## src/hw/slpctl_pkg.sv

```systemverilog
// package for the sleep-entry control block: register layout, encodings
// assumes one 250 MHz clock shared by both ends
package slpctl_pkg;
  localparam int          SLPCTL_TYPE_W    = 3;
  localparam int          SLPCTL_WAKE_W    = 8;
  localparam int          SLPCTL_DATA_W    = 32;
  // control word on the link: sleep type and enable in one write
  localparam int          SLPCTL_TYPE_LSB  = 10;
  localparam int          SLPCTL_EN_BIT    = 13;
  // sleep type codes; values are platform choices
  localparam logic [2:0]  SLPCTL_TYP_WORK  = 3'h0;
  localparam logic [2:0]  SLPCTL_TYP_S1    = 3'h1;
  localparam logic [2:0]  SLPCTL_TYP_S2    = 3'h2;
  localparam logic [2:0]  SLPCTL_TYP_S3    = 3'h3;
  localparam logic [2:0]  SLPCTL_TYP_S4    = 3'h4;
  localparam logic [2:0]  SLPCTL_TYP_S5    = 3'h5;
  localparam logic [7:0]  SLPCTL_HIB_REQ   = 8'h5a;
  // host register offsets (AHB-Lite, byte addresses)
  localparam logic [7:0]  SLPCTL_OFF_CMD   = 8'h00;
  localparam logic [7:0]  SLPCTL_OFF_WAKEN = 8'h04;
  localparam logic [7:0]  SLPCTL_OFF_STAT  = 8'h08;
  localparam logic [7:0]  SLPCTL_OFF_IRQS  = 8'h0c;
  localparam logic [7:0]  SLPCTL_OFF_IRQM  = 8'h10;
  localparam logic [7:0]  SLPCTL_OFF_SMI   = 8'h14;
  // CMD fields
  localparam int          SLPCTL_CMD_TYPA  = 0;
  localparam int          SLPCTL_CMD_TYPB  = 4;
  localparam int          SLPCTL_CMD_GO    = 8;
  // interrupt status bits
  localparam int          SLPCTL_IRQ_SLEPT = 0;
  localparam int          SLPCTL_IRQ_WOKE  = 1;
  localparam int          SLPCTL_IRQ_W     = 2;
  localparam logic [1:0]  SLPCTL_HTRANS_NS = 2'h2;
  typedef enum logic [1:0] {
    SLPCTL_WORKING = 2'b00,
    SLPCTL_ENTER   = 2'b01,
    SLPCTL_ASLEEP  = 2'b10
  } slpctl_state_t;
endpackage : slpctl_pkg

```

## src/hw/slpctl_if.sv

```systemverilog
// link between the power manager host end and the device end
// assumes both ends on the same clock
`timescale 1ns/1ps
interface slpctl_if;
  import slpctl_pkg::*;
  logic                     ctl_wr_a;   // write strobe, instance a
  logic                     ctl_wr_b;   // write strobe, instance b
  logic [SLPCTL_DATA_W-1:0] ctl_wdata;  // control write data
  logic                     smi_wr;     // sys mgmt command port strobe
  logic [7:0]               smi_data;   // sys mgmt command value
  logic [SLPCTL_WAKE_W-1:0] wake_en;    // per-event wake enables
  logic                     wake_sts;   // wake status flag
  logic                     sleeping;   // device asleep
  logic                     wake_clr;   // clear wake status flag
  modport dev  (input ctl_wr_a, ctl_wr_b, ctl_wdata, smi_wr, smi_data,
                wake_en, wake_clr, output wake_sts, sleeping);
  modport host (output ctl_wr_a, ctl_wr_b, ctl_wdata, smi_wr, smi_data,
                wake_en, wake_clr, input wake_sts, sleeping);
endinterface : slpctl_if

```

## src/hw/slpctl_host.sv

```systemverilog
// host end: AHB-Lite slave registers drive the power manager link
// Behaviour
// RULE_01: three-bit sleep type field written by software
// RULE_02: setting sleep enable starts the transition
// RULE_03: two instances, each given its own type
// RULE_04: type and enable go in one write
// RULE_05: wake status set while sleeping
// RULE_06: only enabled wake events wake the device
// RULE_07: S1 with enable asserts stop-clock request
// RULE_08: S1 keeps bus and cpu clocks running
// RULE_09: enabled wake drops the stop-clock request
// RULE_10: firmware hibernate uses command port, not enable
// RULE_11: only the enable write starts sequencing
// RULE_12: software idles a cpu lacking hardware path
// RULE_13: software flushes caches before S1 to S3
// RULE_14: wake clears the internal sleep request
`timescale 1ns/1ps
module slpctl_host (
  input  wire logic        SYS_CLK_I,  // clock
  input  wire logic        RST_N_I,    // reset
  slpctl_if.host           LINK,       // link
  input  wire logic        HSEL_I,     // slave select
  input  wire logic [31:0] HADDR_I,    // address
  input  wire logic [1:0]  HTRANS_I,   // transfer type
  input  wire logic        HWRITE_I,   // write
  input  wire logic [2:0]  HSIZE_I,    // size, word only
  input  wire logic [31:0] HWDATA_I,   // write data
  input  wire logic        HREADY_I,   // bus ready
  output logic [31:0]      HRDATA_O,   // read data
  output logic             HREADYOUT_O, // low in reset, then always ready
  output logic             HRESP_O,    // always okay
  output logic             IRQ_O       // interrupt level
);
  import slpctl_pkg::*;
  logic                     ph_wr_r;
  logic                     ph_rd_r;
  logic [7:0]               ph_addr_r;
  logic                     take;
  logic                     wr_cmd;
  logic [SLPCTL_WAKE_W-1:0] waken_r;
  logic [SLPCTL_IRQ_W-1:0]  irqs_r;
  logic [SLPCTL_IRQ_W-1:0]  irqm_r;
  logic                     sleeping_d_r;
  logic                     slept_ev;
  logic                     woke_ev;
  logic                     ctl_wr_a_r;
  logic                     ctl_wr_b_r;
  logic [SLPCTL_DATA_W-1:0] ctl_wdata_r;
  logic                     smi_wr_r;
  logic [7:0]               smi_data_r;
  logic                     wake_clr_r;
  logic [SLPCTL_TYPE_W-1:0] typ_b_r;

  assign take     = HSEL_I && HREADY_I && HTRANS_I == SLPCTL_HTRANS_NS;
  assign wr_cmd   = ph_wr_r && ph_addr_r == SLPCTL_OFF_CMD;
  assign slept_ev = LINK.sleeping && !sleeping_d_r;
  assign woke_ev  = !LINK.sleeping && sleeping_d_r;

  always_ff @(posedge SYS_CLK_I or negedge RST_N_I) begin
    if (!RST_N_I) begin
      ph_wr_r   <= 1'b0;
      ph_rd_r   <= 1'b0;
      ph_addr_r <= 8'h00;
    end else begin
      ph_wr_r   <= take && HWRITE_I;
      ph_rd_r   <= take && !HWRITE_I;
      ph_addr_r <= HADDR_I[7:0];
    end
  end

  // one CMD write carries both types and the enable together
  always_ff @(posedge SYS_CLK_I or negedge RST_N_I) begin
    if (!RST_N_I) begin
      ctl_wr_a_r  <= 1'b0;
      ctl_wr_b_r  <= 1'b0;
      ctl_wdata_r <= 32'h0000_0000;
    end else begin
      ctl_wr_a_r  <= wr_cmd; // RULE_04
      ctl_wr_b_r  <= ctl_wr_a_r; // RULE_03
      ctl_wdata_r <= 32'h0000_0000;
      if (wr_cmd) begin
        ctl_wdata_r[SLPCTL_TYPE_LSB +: SLPCTL_TYPE_W] <=
          HWDATA_I[SLPCTL_CMD_TYPA +: SLPCTL_TYPE_W]; // RULE_01
        ctl_wdata_r[SLPCTL_EN_BIT] <= HWDATA_I[SLPCTL_CMD_GO]; // RULE_02
      end else if (ctl_wr_a_r) begin
        // type only: the enable already went with instance a
        ctl_wdata_r[SLPCTL_TYPE_LSB +: SLPCTL_TYPE_W] <= typ_b_r; // RULE_03
      end
    end
  end

  // instance b gets its own type a cycle later over the shared data
  always_ff @(posedge SYS_CLK_I or negedge RST_N_I) begin
    if (!RST_N_I) begin
      typ_b_r <= SLPCTL_TYP_WORK;
    end else if (wr_cmd) begin
      typ_b_r <= HWDATA_I[SLPCTL_CMD_TYPB +: SLPCTL_TYPE_W]; // RULE_03
    end
  end

  always_ff @(posedge SYS_CLK_I or negedge RST_N_I) begin
    if (!RST_N_I) begin
      smi_wr_r   <= 1'b0;
      smi_data_r <= 8'h00;
    end else begin
      smi_wr_r   <= ph_wr_r && ph_addr_r == SLPCTL_OFF_SMI; // RULE_10
      smi_data_r <= HWDATA_I[7:0];
    end
  end

  always_ff @(posedge SYS_CLK_I or negedge RST_N_I) begin
    if (!RST_N_I) begin
      waken_r    <= '0;
      irqm_r     <= '0;
      wake_clr_r <= 1'b0;
    end else begin
      wake_clr_r <= ph_wr_r && ph_addr_r == SLPCTL_OFF_STAT && HWDATA_I[0];
      if (ph_wr_r && ph_addr_r == SLPCTL_OFF_WAKEN) begin
        waken_r <= HWDATA_I[SLPCTL_WAKE_W-1:0]; // RULE_06
      end
      if (ph_wr_r && ph_addr_r == SLPCTL_OFF_IRQM) begin
        irqm_r <= HWDATA_I[SLPCTL_IRQ_W-1:0];
      end
    end
  end

  // sticky status, write one to clear, set wins
  always_ff @(posedge SYS_CLK_I or negedge RST_N_I) begin
    if (!RST_N_I) begin
      sleeping_d_r <= 1'b0;
      irqs_r       <= '0;
    end else begin
      sleeping_d_r <= LINK.sleeping;
      irqs_r <= (irqs_r & ~((ph_wr_r && ph_addr_r == SLPCTL_OFF_IRQS) ?
                HWDATA_I[SLPCTL_IRQ_W-1:0] : '0)) |
                {woke_ev, slept_ev};
    end
  end

  always_ff @(posedge SYS_CLK_I or negedge RST_N_I) begin
    if (!RST_N_I) begin
      IRQ_O <= 1'b0;
    end else begin
      IRQ_O <= |(irqs_r & irqm_r);
    end
  end

  always_ff @(posedge SYS_CLK_I or negedge RST_N_I) begin
    if (!RST_N_I) begin
      HRDATA_O <= 32'h0000_0000;
    end else if (take && !HWRITE_I) begin
      unique case (HADDR_I[7:0])
        SLPCTL_OFF_CMD:   HRDATA_O <= {29'h0, ctl_wdata_r[SLPCTL_TYPE_LSB +:
                                       SLPCTL_TYPE_W]};
        SLPCTL_OFF_WAKEN: HRDATA_O <= {24'h0, waken_r};
        SLPCTL_OFF_STAT:  HRDATA_O <= {30'h0, LINK.sleeping, LINK.wake_sts};
        SLPCTL_OFF_IRQS:  HRDATA_O <= {30'h0, irqs_r};
        SLPCTL_OFF_IRQM:  HRDATA_O <= {30'h0, irqm_r};
        default:          HRDATA_O <= 32'h0000_0000;
      endcase
    end
  end

  always_ff @(posedge SYS_CLK_I or negedge RST_N_I) begin
    if (!RST_N_I) begin
      HREADYOUT_O <= 1'b0;
      HRESP_O     <= 1'b0;
    end else begin
      HREADYOUT_O <= 1'b1;
      HRESP_O     <= 1'b0;
    end
  end

  assign LINK.ctl_wr_a  = ctl_wr_a_r;
  assign LINK.ctl_wr_b  = ctl_wr_b_r;
  assign LINK.ctl_wdata = ctl_wdata_r;
  assign LINK.smi_wr    = smi_wr_r;
  assign LINK.smi_data  = smi_data_r;
  assign LINK.wake_en   = waken_r;
  assign LINK.wake_clr  = wake_clr_r;
endmodule : slpctl_host

```

## src/flat_wrapper.sv

```systemverilog
// flat-port wrapper written by rule: the top's interface ports become plain ports
module slpctl_host_flat import slpctl_pkg::*;
  (SYS_CLK_I, RST_N_I, HSEL_I, HADDR_I, HTRANS_I, HWRITE_I, HSIZE_I, HWDATA_I, HREADY_I, HRDATA_O, HREADYOUT_O, HRESP_O, IRQ_O, LINK_ctl_wr_a, LINK_ctl_wr_b, LINK_ctl_wdata, LINK_smi_wr, LINK_smi_data, LINK_wake_en, LINK_wake_clr, LINK_wake_sts, LINK_sleeping);
  slpctl_if LINK_i ();
  input  wire logic SYS_CLK_I;
  input  wire logic RST_N_I;
  input  wire logic HSEL_I;
  input  wire logic [31:0] HADDR_I;
  input  wire logic [1:0] HTRANS_I;
  input  wire logic HWRITE_I;
  input  wire logic [2:0] HSIZE_I;
  input  wire logic [31:0] HWDATA_I;
  input  wire logic HREADY_I;
  output logic [31:0] HRDATA_O;
  output logic HREADYOUT_O;
  output logic HRESP_O;
  output logic IRQ_O;
  output wire logic [$bits(LINK_i.ctl_wr_a)-1:0] LINK_ctl_wr_a;
  output wire logic [$bits(LINK_i.ctl_wr_b)-1:0] LINK_ctl_wr_b;
  output wire logic [$bits(LINK_i.ctl_wdata)-1:0] LINK_ctl_wdata;
  output wire logic [$bits(LINK_i.smi_wr)-1:0] LINK_smi_wr;
  output wire logic [$bits(LINK_i.smi_data)-1:0] LINK_smi_data;
  output wire logic [$bits(LINK_i.wake_en)-1:0] LINK_wake_en;
  output wire logic [$bits(LINK_i.wake_clr)-1:0] LINK_wake_clr;
  input wire logic [$bits(LINK_i.wake_sts)-1:0] LINK_wake_sts;
  input wire logic [$bits(LINK_i.sleeping)-1:0] LINK_sleeping;
  assign LINK_ctl_wr_a = LINK_i.ctl_wr_a;
  assign LINK_ctl_wr_b = LINK_i.ctl_wr_b;
  assign LINK_ctl_wdata = LINK_i.ctl_wdata;
  assign LINK_smi_wr = LINK_i.smi_wr;
  assign LINK_smi_data = LINK_i.smi_data;
  assign LINK_wake_en = LINK_i.wake_en;
  assign LINK_wake_clr = LINK_i.wake_clr;
  assign LINK_i.wake_sts = LINK_wake_sts;
  assign LINK_i.sleeping = LINK_sleeping;
  slpctl_host u_core (.SYS_CLK_I(SYS_CLK_I), .RST_N_I(RST_N_I), .LINK(LINK_i), .HSEL_I(HSEL_I), .HADDR_I(HADDR_I), .HTRANS_I(HTRANS_I), .HWRITE_I(HWRITE_I), .HSIZE_I(HSIZE_I), .HWDATA_I(HWDATA_I), .HREADY_I(HREADY_I), .HRDATA_O(HRDATA_O), .HREADYOUT_O(HREADYOUT_O), .HRESP_O(HRESP_O), .IRQ_O(IRQ_O));
endmodule
```

## config.mk

```make
export PLATFORM = sky130hd
export DESIGN_NAME = slpctl_host_flat
export DESIGN_NICKNAME = d
export VERILOG_FILES = /design/src/hw/slpctl_pkg.sv /design/src/hw/slpctl_if.sv /design/src/hw/slpctl_host.sv /design/src/flat_wrapper.sv
export SDC_FILE = /design/constraint.sdc
export NUM_CORES = 1
export LEC_CHECK = 0
export BUFFER_PORTS_ARGS = -buffer_cell sky130_fd_sc_hd__buf_2
export CAP_MARGIN = 0
export CORE_MARGIN = 5
export CORE_UTILIZATION = 25
export CTS_CLUSTER_SIZE = 8
export DETAILED_ROUTE_END_ITERATION = 12
export GPL_TIMING_DRIVEN = 1
export PLACE_DENSITY = 0.6
export REMOVE_ABC_BUFFERS = 1
export SLEW_MARGIN = 25
export SYNTH_ARGS = -nofsm -noshare
export SYNTH_HDL_FRONTEND = slang
export SYNTH_SLANG_ARGS = --single-unit
```

## constraint.sdc

```tcl
create_clock -name SYS_CLK_I -period 1.74 [get_ports SYS_CLK_I]
set_input_delay 0.348 -clock SYS_CLK_I [delete_from_list [all_inputs] [get_ports SYS_CLK_I]]
set_output_delay 0.348 -clock SYS_CLK_I [all_outputs]
set_load 0.01 [all_outputs]
```

==> results of run 1 <==
cells in the mapped netlist:
| master | n | share of area, % |
|---|---|---|
| nand2b_1 | 2 | 0.54 |
| nor4_1 | 1 | 0.27 |
| o31ai_1 | 2 | 0.64 |
| mux2i_1 | 3 | 1.3 |
| nor2_1 | 5 | 0.81 |
| nor3b_1 | 1 | 0.32 |
| nand3_1 | 2 | 0.43 |
| nand2_1 | 3 | 0.48 |
| conb_1 | 2 | 0.32 |
| nor4bb_1 | 2 | 0.86 |
| o21ai_0 | 15 | 3.2 |
| inv_1 | 8 | 1.3 |
| nand4_1 | 7 | 1.9 |
| nand4b_1 | 1 | 0.38 |
| a221oi_1 | 2 | 0.75 |
| o41ai_1 | 1 | 0.38 |
| or4bb_1 | 1 | 0.48 |
| nor4b_4 | 1 | 1.0 |
| a22o_1 | 2 | 0.75 |
| dfrtp_1 | 51 | 55 |
| nand3_2 | 2 | 0.86 |
| nor3_1 | 1 | 0.21 |
| buf_4 | 53 | 17 |
| nor2b_1 | 2 | 0.54 |
| nor3_2 | 1 | 0.43 |
| or4b_1 | 1 | 0.43 |
| mux2_2 | 18 | 8.7 |
| nor4_2 | 1 | 0.54 |
| buf_2 | 1 | 0.21 |
power breakdown:
part	switching (mW)	leakage [nW]	internal [mW]
clock network	0.366	0.0515	0.364
logic	0.147	0.708	0.0742
registers	0.0245	0.626	1.22
total	0.538	1.39	1.66
area by class of cell:
cell class | instances | area, sq um
multi-input cells | 131 | 813
flip-flops and latches | 51 | 1280
clock buffers | 8 | 100
fillers | 948 | 6420
well taps | 111 | 139
inverters | 8 | 30.0
repair buffers | 68 | 375
worst paths after layout:
| kind | start | to | slack, ns |
|---|---|---|---|
| worst max-delay path | u_core.ph_addr_r[5] | u_core.irqs_r[0] | 0.17 |
| worst min-delay path | RST_N_I | u_core.LINK.smi_data[1] | 0.01 |
| worst max register to register | u_core.ph_addr_r[5] | u_core.irqs_r[0] | 0.17 |
| worst min register to register | u_core.sleeping_d_r | u_core.irqs_r[0] | 0.47 |
| max in group asynchronous | RST_N_I | u_core.HRDATA_O[5] | 1.46 |
| min in group SYS_CLK_I | HWDATA_I[7] | u_core.LINK.smi_data[7] | 0.17 |
per-stage QoR:
step                      hold slack [ns]  setup WS, ns  cells
after floorplan                    0.0524         0.303    190
after global placement              0.360         0.187    369
after detailed placement            0.364         0.178    369
after CTS                          0.0372         0.162    377
after global routing               0.0332        0.0536    377
final                              0.0130         0.174    377
logic make-up after synthesis:
| group | share of synthesized area [%] |
|---|---|
| buffers and inverters | 18.6 |
| DFF | 54.8 |
| and+or+nand+nor | 10.5 |
| AOI/OAI and AO/OA | 5.75 |
| muxes | 10.0 |
| other | 0.323 |
registers in the layout, summed over array words and instances (netlist names):
register	count
u_core.ph_addr_r	8
u_core.ph_wr_r	1
u_core.typ_b_r	3
u_core.sleeping_d_r	1
u_core.IRQ_O	1
u_core.HRDATA_O	8
u_core.LINK.ctl_wr_a	1
u_core.LINK.smi_data	8
u_core.LINK.ctl_wdata	4
u_core.LINK.wake_en	8
u_core.HREADYOUT_O	1
u_core.LINK.smi_wr	1
u_core.irqs_r	2
u_core.irqm_r	2
u_core.LINK.wake_clr	1
u_core.LINK.ctl_wr_b	1
metal layers:
layer	track usage [%]	up-vias
li1	-	698
met1	11.4	729
met2	15.2	78
met3	4.25	0
met4	1.83	0
met5	0	-
==> impl_metrics.json, run 1 <==
{
  "post_cts_buffers": 0,
  "leakagePower_nw": 1.39,
  "wl_met1_microns": 2080,
  "hold_class": "input port to asynchronous set/reset pin",
  "setup_tns_ns": 0,
  "ff2ff_path_depth": 3,
  "cp.arrival_ns": 1.74,
  "drt-initial-drc-count": 44,
  "ys_warn_count": 0,
  "critPathTopFamily": "simple AND/OR/NAND/NOR gates",
  "crit_path_end_kind": "flip-flop",
  "cp.depth": 3,
  "slew_violations": 0,
  "die_h_microns": 106,
  "antenna_cells": 0,
  "status": "complete, no violations",
  "first_pass_iters": 4,
  "post-route-cell-area_sq_um": 2730,
  "synth-seq-area-share_pct": 54.8,
  "highest_layer": "met3",
  "post-route-period-util_pct": 90.0,
  "overflow": 0,
  "vias": 1505,
  "ys_seq_elements": 51,
  "wirelength_microns": 5230,
  "slowest_delay_ns": 0.57,
  "portBuffers": 59,
  "grt_pass1_vias": 1566,
  "maxCapViolCount": 0,
  "fin_skew_ns": 0.00760,
  "crit_path_start_kind": "flip-flop",
  "ir_worst_vdd_mv": 0.341,
  "cts_max_level": 2,
  "final_common_cell": "buf_2",
  "hold_viol_final": 0,
  "grt_usage_pct": 9.31,
  "path_buf_inv": 0,
  "power.density_nw_per_um2": 804,
  "crit_slowest_cell": "or4b_1",
  "start_util_pct": 25.4,
  "layout_min_cycle_time_ns": 1.57,
  "grt_pass1_wl_microns": 8260,
  "post-route-util_pct": 29.9,
  "place.gp.congestion": 0.759,
  "grt_max_degree": 52,
  "syn-cell-area_sq_um": 2330,
  "clk_path_buf_depth": 2,
  "die_w_microns": 106,
  "postSynthCellCount": 192,
  "die_area_sq_um": 11300,
  "worstPathRequired_ns": 1.91,
  "synth_cell_types": 29,
  "hold_buffers": 0,
  "fmax_mhz": 638,
  "drc": 0,
  "ctsResizeCount": 0,
  "clkTransAtPathRegs_ns": 0.09,
  "vias_per_cell": 3.99,
  "antenna_found_initial": 0,
  "path_cells": "or4b_1 > o41ai_1 > o21ai_0",
  "cp_max_fo": 2,
  "nets": 341,
  "rows": 35,
  "cts-root-buf": "clkbuf_8",
  "area_growth_pct": 17.5,
  "cts_sinks": 51,
  "dp_hpwl_microns": 4100,
  "rsz0062_at_grt": "false",
  "tritoncts": "built",
  "layout_common_cells": "buf_2 (59), conb_1 (54), dfrtp_1 (51), mux2_2 (18), o21ai_0 (15)",
  "numCtsBuffers": 5,
  "ant_nets": 0,
  "finalSetupViolations": 0,
  "wl_per_cell_microns": 13.9,
  "drive_gt1_share_pct": 36.8,
  "insertion_delay_ns": 0.30,
  "post_dp_cell_area_sq_um": 2630,
  "pin_count": 163,
  "wl_met3_microns": 569,
  "coreArea_sq_um": 9150,
  "syn-mean-instance-area_sq_um": 12.1,
  "wl_met2_microns": 2580,
  "power.total_mw": 2.20,
  "critical_path_class": "flip-flop to flip-flop"
}
Power figures use the tool's default switching activity.
==> run 2, diff against run 1 <==
--- a/config.mk
+++ b/config.mk
@@ -8,11 +8,11 @@
 export BUFFER_PORTS_ARGS = -buffer_cell sky130_fd_sc_hd__buf_2
 export CAP_MARGIN = 0
 export CORE_MARGIN = 5
-export CORE_UTILIZATION = 25
+export CORE_UTILIZATION = 41
 export CTS_CLUSTER_SIZE = 8
 export DETAILED_ROUTE_END_ITERATION = 12
 export GPL_TIMING_DRIVEN = 1
-export PLACE_DENSITY = 0.6
+export PLACE_DENSITY = 0.87
 export REMOVE_ABC_BUFFERS = 1
 export SLEW_MARGIN = 25
 export SYNTH_ARGS = -nofsm -noshare
==> impl_metrics.json, run 2 (synthesized netlist as in run 1, its figures left out) <==
{
  "status": "complete, no violations",
  "overflow": 0,
  "ant_nets": 0,
  "pin_count": 163,
  "drc": 0,
  "grt_max_degree": 25,
  "cts-root-buf": "clkbuf_8",
  "post_cts_buffers": 0,
  "critical_path_class": "flip-flop to flip-flop",
  "fin_skew_ns": 0.00540,
  "nets": 339,
  "hold_class": "input port to flip-flop",
  "drive_gt1_share_pct": 35.7,
  "cp.arrival_ns": 1.85,
  "coreArea_sq_um": 5510,
  "crit_path_end_kind": "flip-flop",
  "maxCapViolCount": 0,
  "tritoncts": "built",
  "leakagePower_nw": 1.38,
  "place.gp.congestion": 0.758,
  "post-route-period-util_pct": 96.2,
  "hold_viol_final": 0,
  "start_util_pct": 42.3,
  "grt_usage_pct": 13.0,
  "drt-initial-drc-count": 52,
  "insertion_delay_ns": 0.29,
  "path_cells": "nor4b_4 > nand3_2 > mux2_2",
  "crit_slowest_cell": "nor4b_4",
  "grt_pass1_vias": 1476,
  "layout_min_cycle_time_ns": 1.67,
  "final_common_cell": "buf_2",
  "holdWs_ns": 0.168,
  "numCtsBuffers": 5,
  "fmax_mhz": 597,
  "slew_violations": 0,
  "cts_sinks": 51,
  "antenna_found_initial": 0,
  "antenna_cells": 0,
  "dp_cells": 327,
  "rsz0062_at_grt": "true",
  "area_growth_pct": 14.9,
  "first_pass_iters": 4,
  "crit_path_start_kind": "flip-flop",
  "ir_worst_vdd_mv": 0.596,
  "grt_pass1_wl_microns": 7420,
  "layout_common_cells": "buf_2 (59), conb_1 (54), dfrtp_1 (51), mux2_2 (18), o21ai_0 (15)",
  "clk_path_buf_depth": 2,
  "slowest_delay_ns": 0.43,
  "stdcell_count": 335,
  "portBuffers": 59,
  "die_w_microns": 85.3,
  "cts_max_level": 2,
  "worstPathRequired_ns": 1.92,
  "path_buf_inv": 0,
  "dp_hpwl_microns": 3790,
  "critPathTopFamily": "simple AND/OR/NAND/NOR gates",
  "rows": 27,
  "finalSetupViolations": 0,
  "clkTransAtPathRegs_ns": 0.08,
  "wl_per_cell_microns": 14.2,
  "die_area_sq_um": 7280,
  "power.density_nw_per_um2": 838,
  "wirelength_microns": 4750,
  "cp_max_fo": 8,
  "die_h_microns": 85.3,
  "vias_per_cell": 4.46,
  "vias": 1494
}
==> run 2: cell count changes in the layout (fill, tap and decap cells not counted), sizes merged <==
cell / change
dlygate4sd3: +1
clkbuf: -2
bufinv: +1
buf: -3
==> run 2: per-layer routing <==
layer / part of all wire (%) / global-route usage [%] / wire length (microns) / vias to the layer above
met3: 8.8 / 3.98 / 417 / 7
met5: 0 / 0 / 0 / -
li1: - / - / - / 696
met1: 40 / 16.3 / 1910 / 717
met4: 1.1 / 3.45 / 53 / 0
met2: 50 / 21.8 / 2360 / 74
==> run 2: worst paths after layout <==
kind	start	end	slack (ns)	cells past startpoint
min reg2reg	u_core.sleeping_d_r	u_core.irqs_r[0]	0.48	1
max reg2reg	u_core.ph_addr_r[5]	u_core.LINK.wake_en[1]	0.07	3
min in group asynchronous	RST_N_I	u_core.HRDATA_O[0]	0.51	2
max	u_core.ph_addr_r[5]	u_core.LINK.wake_en[1]	0.07	3
max in group asynchronous	RST_N_I	u_core.HRDATA_O[7]	0.72	3
min	HWDATA_I[7]	u_core.LINK.smi_data[7]	0.17	1
==> run 2: what timing repair did <==
action,CTS,global route
hold endpoints to repair,15,0
gates resized for setup,0,0
setup endpoints to repair,0,6
hold buffers,1,0
==> run 2: area by class of cell <==
class	count	area, sq um
Tap cell	72	90.1
Sequential cell	51	1280
Timing Repair Buffer	66	363
Clock inverter	1	30.0
Fill cell	540	2830
Inverter	8	30.0
Multi-Input combinational cell	131	813
Clock buffer	6	72.6
==> run 2: power by group <==
group	internal [mW]	switching, mW	total, mW
clock network	0.422	0.352	0.774
logic	0.0767	0.145	0.222
registers	1.22	0.0238	1.25
==> run 2: stage by stage <==
step                      TNS [ns]  setup slack, ns  power, mW  cell area, sq um  util, %
after floorplan                  0            0.303       1.37              2120        -
after global placement           0            0.152       1.48              2560     46.5
after detailed placement         0           0.0825       1.49              2560     46.5
after CTS                        0           0.0728       2.27              2680     48.6
after global routing       -0.0381          -0.0153       2.35              2680     48.6
final                            0           0.0657       2.24              2680     48.6
==> run 3, diff against run 2 <==
==> constraint.sdc (replaced) <==
create_clock -name SYS_CLK_I -period 1.55 [get_ports SYS_CLK_I]
set_input_delay 0.31 -clock SYS_CLK_I [delete_from_list [all_inputs] [get_ports SYS_CLK_I]]
set_output_delay 0.31 -clock SYS_CLK_I [all_outputs]
set_load 0.01 [all_outputs]
==> impl_metrics.json, run 3 (synthesized netlist as in run 1, its figures left out) <==
{
  "maxCapViolCount": 0,
  "stdcell_count": 339,
  "overflow": 0,
  "drt-initial-drc-count": 68,
  "die_h_microns": 85.3,
  "wl_per_cell_microns": 14.4,
  "seq_area_sq_um": 1280,
  "cts-root-buf": "clkbuf_8",
  "clkTransAtPathRegs_ns": 0.09,
  "first_pass_iters": 4,
  "layout_common_cells": "buf_2 (59), conb_1 (54), dfrtp_1 (51), mux2_2 (17), o21ai_0 (14)",
  "path_buf_inv": 1,
  "grt_usage_pct": 13.5,
  "status": "finished with violations",
  "fill_cells": 526,
  "slowest_delay_ns": 0.42,
  "finalSetupViolations": 1,
  "cp_max_fo": 3,
  "fmax_mhz": 639,
  "power.density_nw_per_um2": 942,
  "vias_per_cell": 4.57,
  "critical_path_class": "flip-flop to flip-flop",
  "r2r_end": "u_core.irqm_r[0]",
  "setup_slack_ns": -0.0157,
  "pin_count": 163,
  "insertion_delay_ns": 0.30,
  "worstHoldStart": "HWDATA_I[3]",
  "holdWs_ns": 0.127,
  "portBuffers": 59,
  "ff2ff_path_depth": 4,
  "ant_nets": 0,
  "crit_path_end_kind": "flip-flop",
  "r2r_start": "u_core.ph_addr_r[6]",
  "violations": "setup timing",
  "dp_hpwl_microns": 3670,
  "hold_path_depth": 1,
  "post-route-cell-area_sq_um": 2750,
  "path_cells": "nor4b_4 > buf_4 > nand4_1 > mux2_4",
  "dp_cells": 328,
  "slew_violations": 0,
  "grt_pass1_wl_microns": 7710,
  "antenna_found_initial": 0,
  "coreArea_sq_um": 5510,
  "cp.arrival_ns": 1.76,
  "rows": 27,
  "die_area_sq_um": 7280,
  "post_dp_cell_area_sq_um": 2570,
  "fin_skew_ns": 0.00239,
  "layout_min_cycle_time_ns": 1.57,
  "hold_class": "input port to flip-flop",
  "area_growth_pct": 18.3,
  "final_common_cell": "buf_2",
  "leakagePower_nw": 1.43,
  "worstPathRequired_ns": 1.74,
  "hold_end": "u_core.LINK.smi_data[3]",
  "multiInputGateArea_sq_um": 853,
  "drc": 0,
  "hold_viol_final": 0,
  "grt_max_degree": 52,
  "nets": 342,
  "vias": 1549,
  "die_w_microns": 85.3,
  "start_util_pct": 42.3,
  "critPathTopFamily": "simple AND/OR/NAND/NOR gates",
  "clk_path_buf_depth": 2,
  "tritoncts": "built",
  "crit_slowest_cell": "dfrtp_1",
  "post-route-period-util_pct": 101,
  "antenna_cells": 0,
  "numCtsBuffers": 5,
  "ir_worst_vdd_mv": 0.572,
  "wirelength_microns": 4890,
  "place.gp.congestion": 0.732,
  "crit_path_start_kind": "flip-flop",
  "drive_gt1_share_pct": 37.8,
  "r2r_slack_ns": -0.02,
  "cp-startpoint": "u_core.ph_addr_r[6]",
  "grt_pass1_vias": 1542,
  "cts_max_level": 2,
  "rsz0062_at_grt": "true",
  "cts_sinks": 51
}
==> run 3: how the worst max path moves through the flow <==
stage	to	slack (ns)	depth (start not counted)
floorplan	u_core.irqs_r[0]	0.11	3
global placement	u_core.irqs_r[0]	0.01	3
detailed placement	u_core.irqs_r[0]	-0.01	3
CTS	u_core.LINK.wake_en[3]	-0.007	3
global route	u_core.LINK.wake_en[3]	-0.06	4
finish	u_core.irqm_r[0]	-0.02	4
==> run 3: layout make-up <==
| type | instances | share of cell area (%) |
|---|---|---|
| multi-input cells | 131 | 31.0 |
| clock buffers | 6 | 3.00 |
| inverters | 8 | 1.09 |
| well taps | 72 | 3.27 |
| repair buffers | 69 | 14.0 |
| flip-flops and latches | 51 | 46.4 |
| clock inverters | 2 | 1.27 |
==> run 3: through the flow <==
step	TNS [ns]	power, mW	util [%]	setup slack, ns
after floorplan	0	1.54	-	0.113
after global placement	0	1.66	46.7	0.00985
after detailed placement	-0.0123	1.67	46.7	-0.0123
after CTS	-0.00797	2.62	49.2	-0.00707
after global routing	-0.474	2.72	50.0	-0.0613
final	-0.0157	2.59	50.0	-0.0157
==> run 3: per-layer routing <==
metal / vias to the layer above / global-route usage, % / routed length (microns)
li1: 706 / - / -
met1: 763 / 15.8 / 1810
met2: 70 / 23.2 / 2560
met3: 10 / 3.98 / 430
met4: 0 / 5.47 / 86
met5: - / 0 / 0
==> run 3: repair_timing <==
item                                   CTS  global route
setup endpoints to repair                2            12
gates resized for setup                  2             5
setup buffers                            0             2
hold buffers                             1             0
pin swaps                                0             2
endpoints found under the hold margin   39             0
==> run 3: power breakdown <==
| group | switching [mW] | internal, mW | leakage, nW |
|---|---|---|---|
| registers | 0.0311 | 1.37 | 0.626 |
| logic | 0.165 | 0.0865 | 0.745 |
| clock network | 0.415 | 0.522 | 0.0612 |
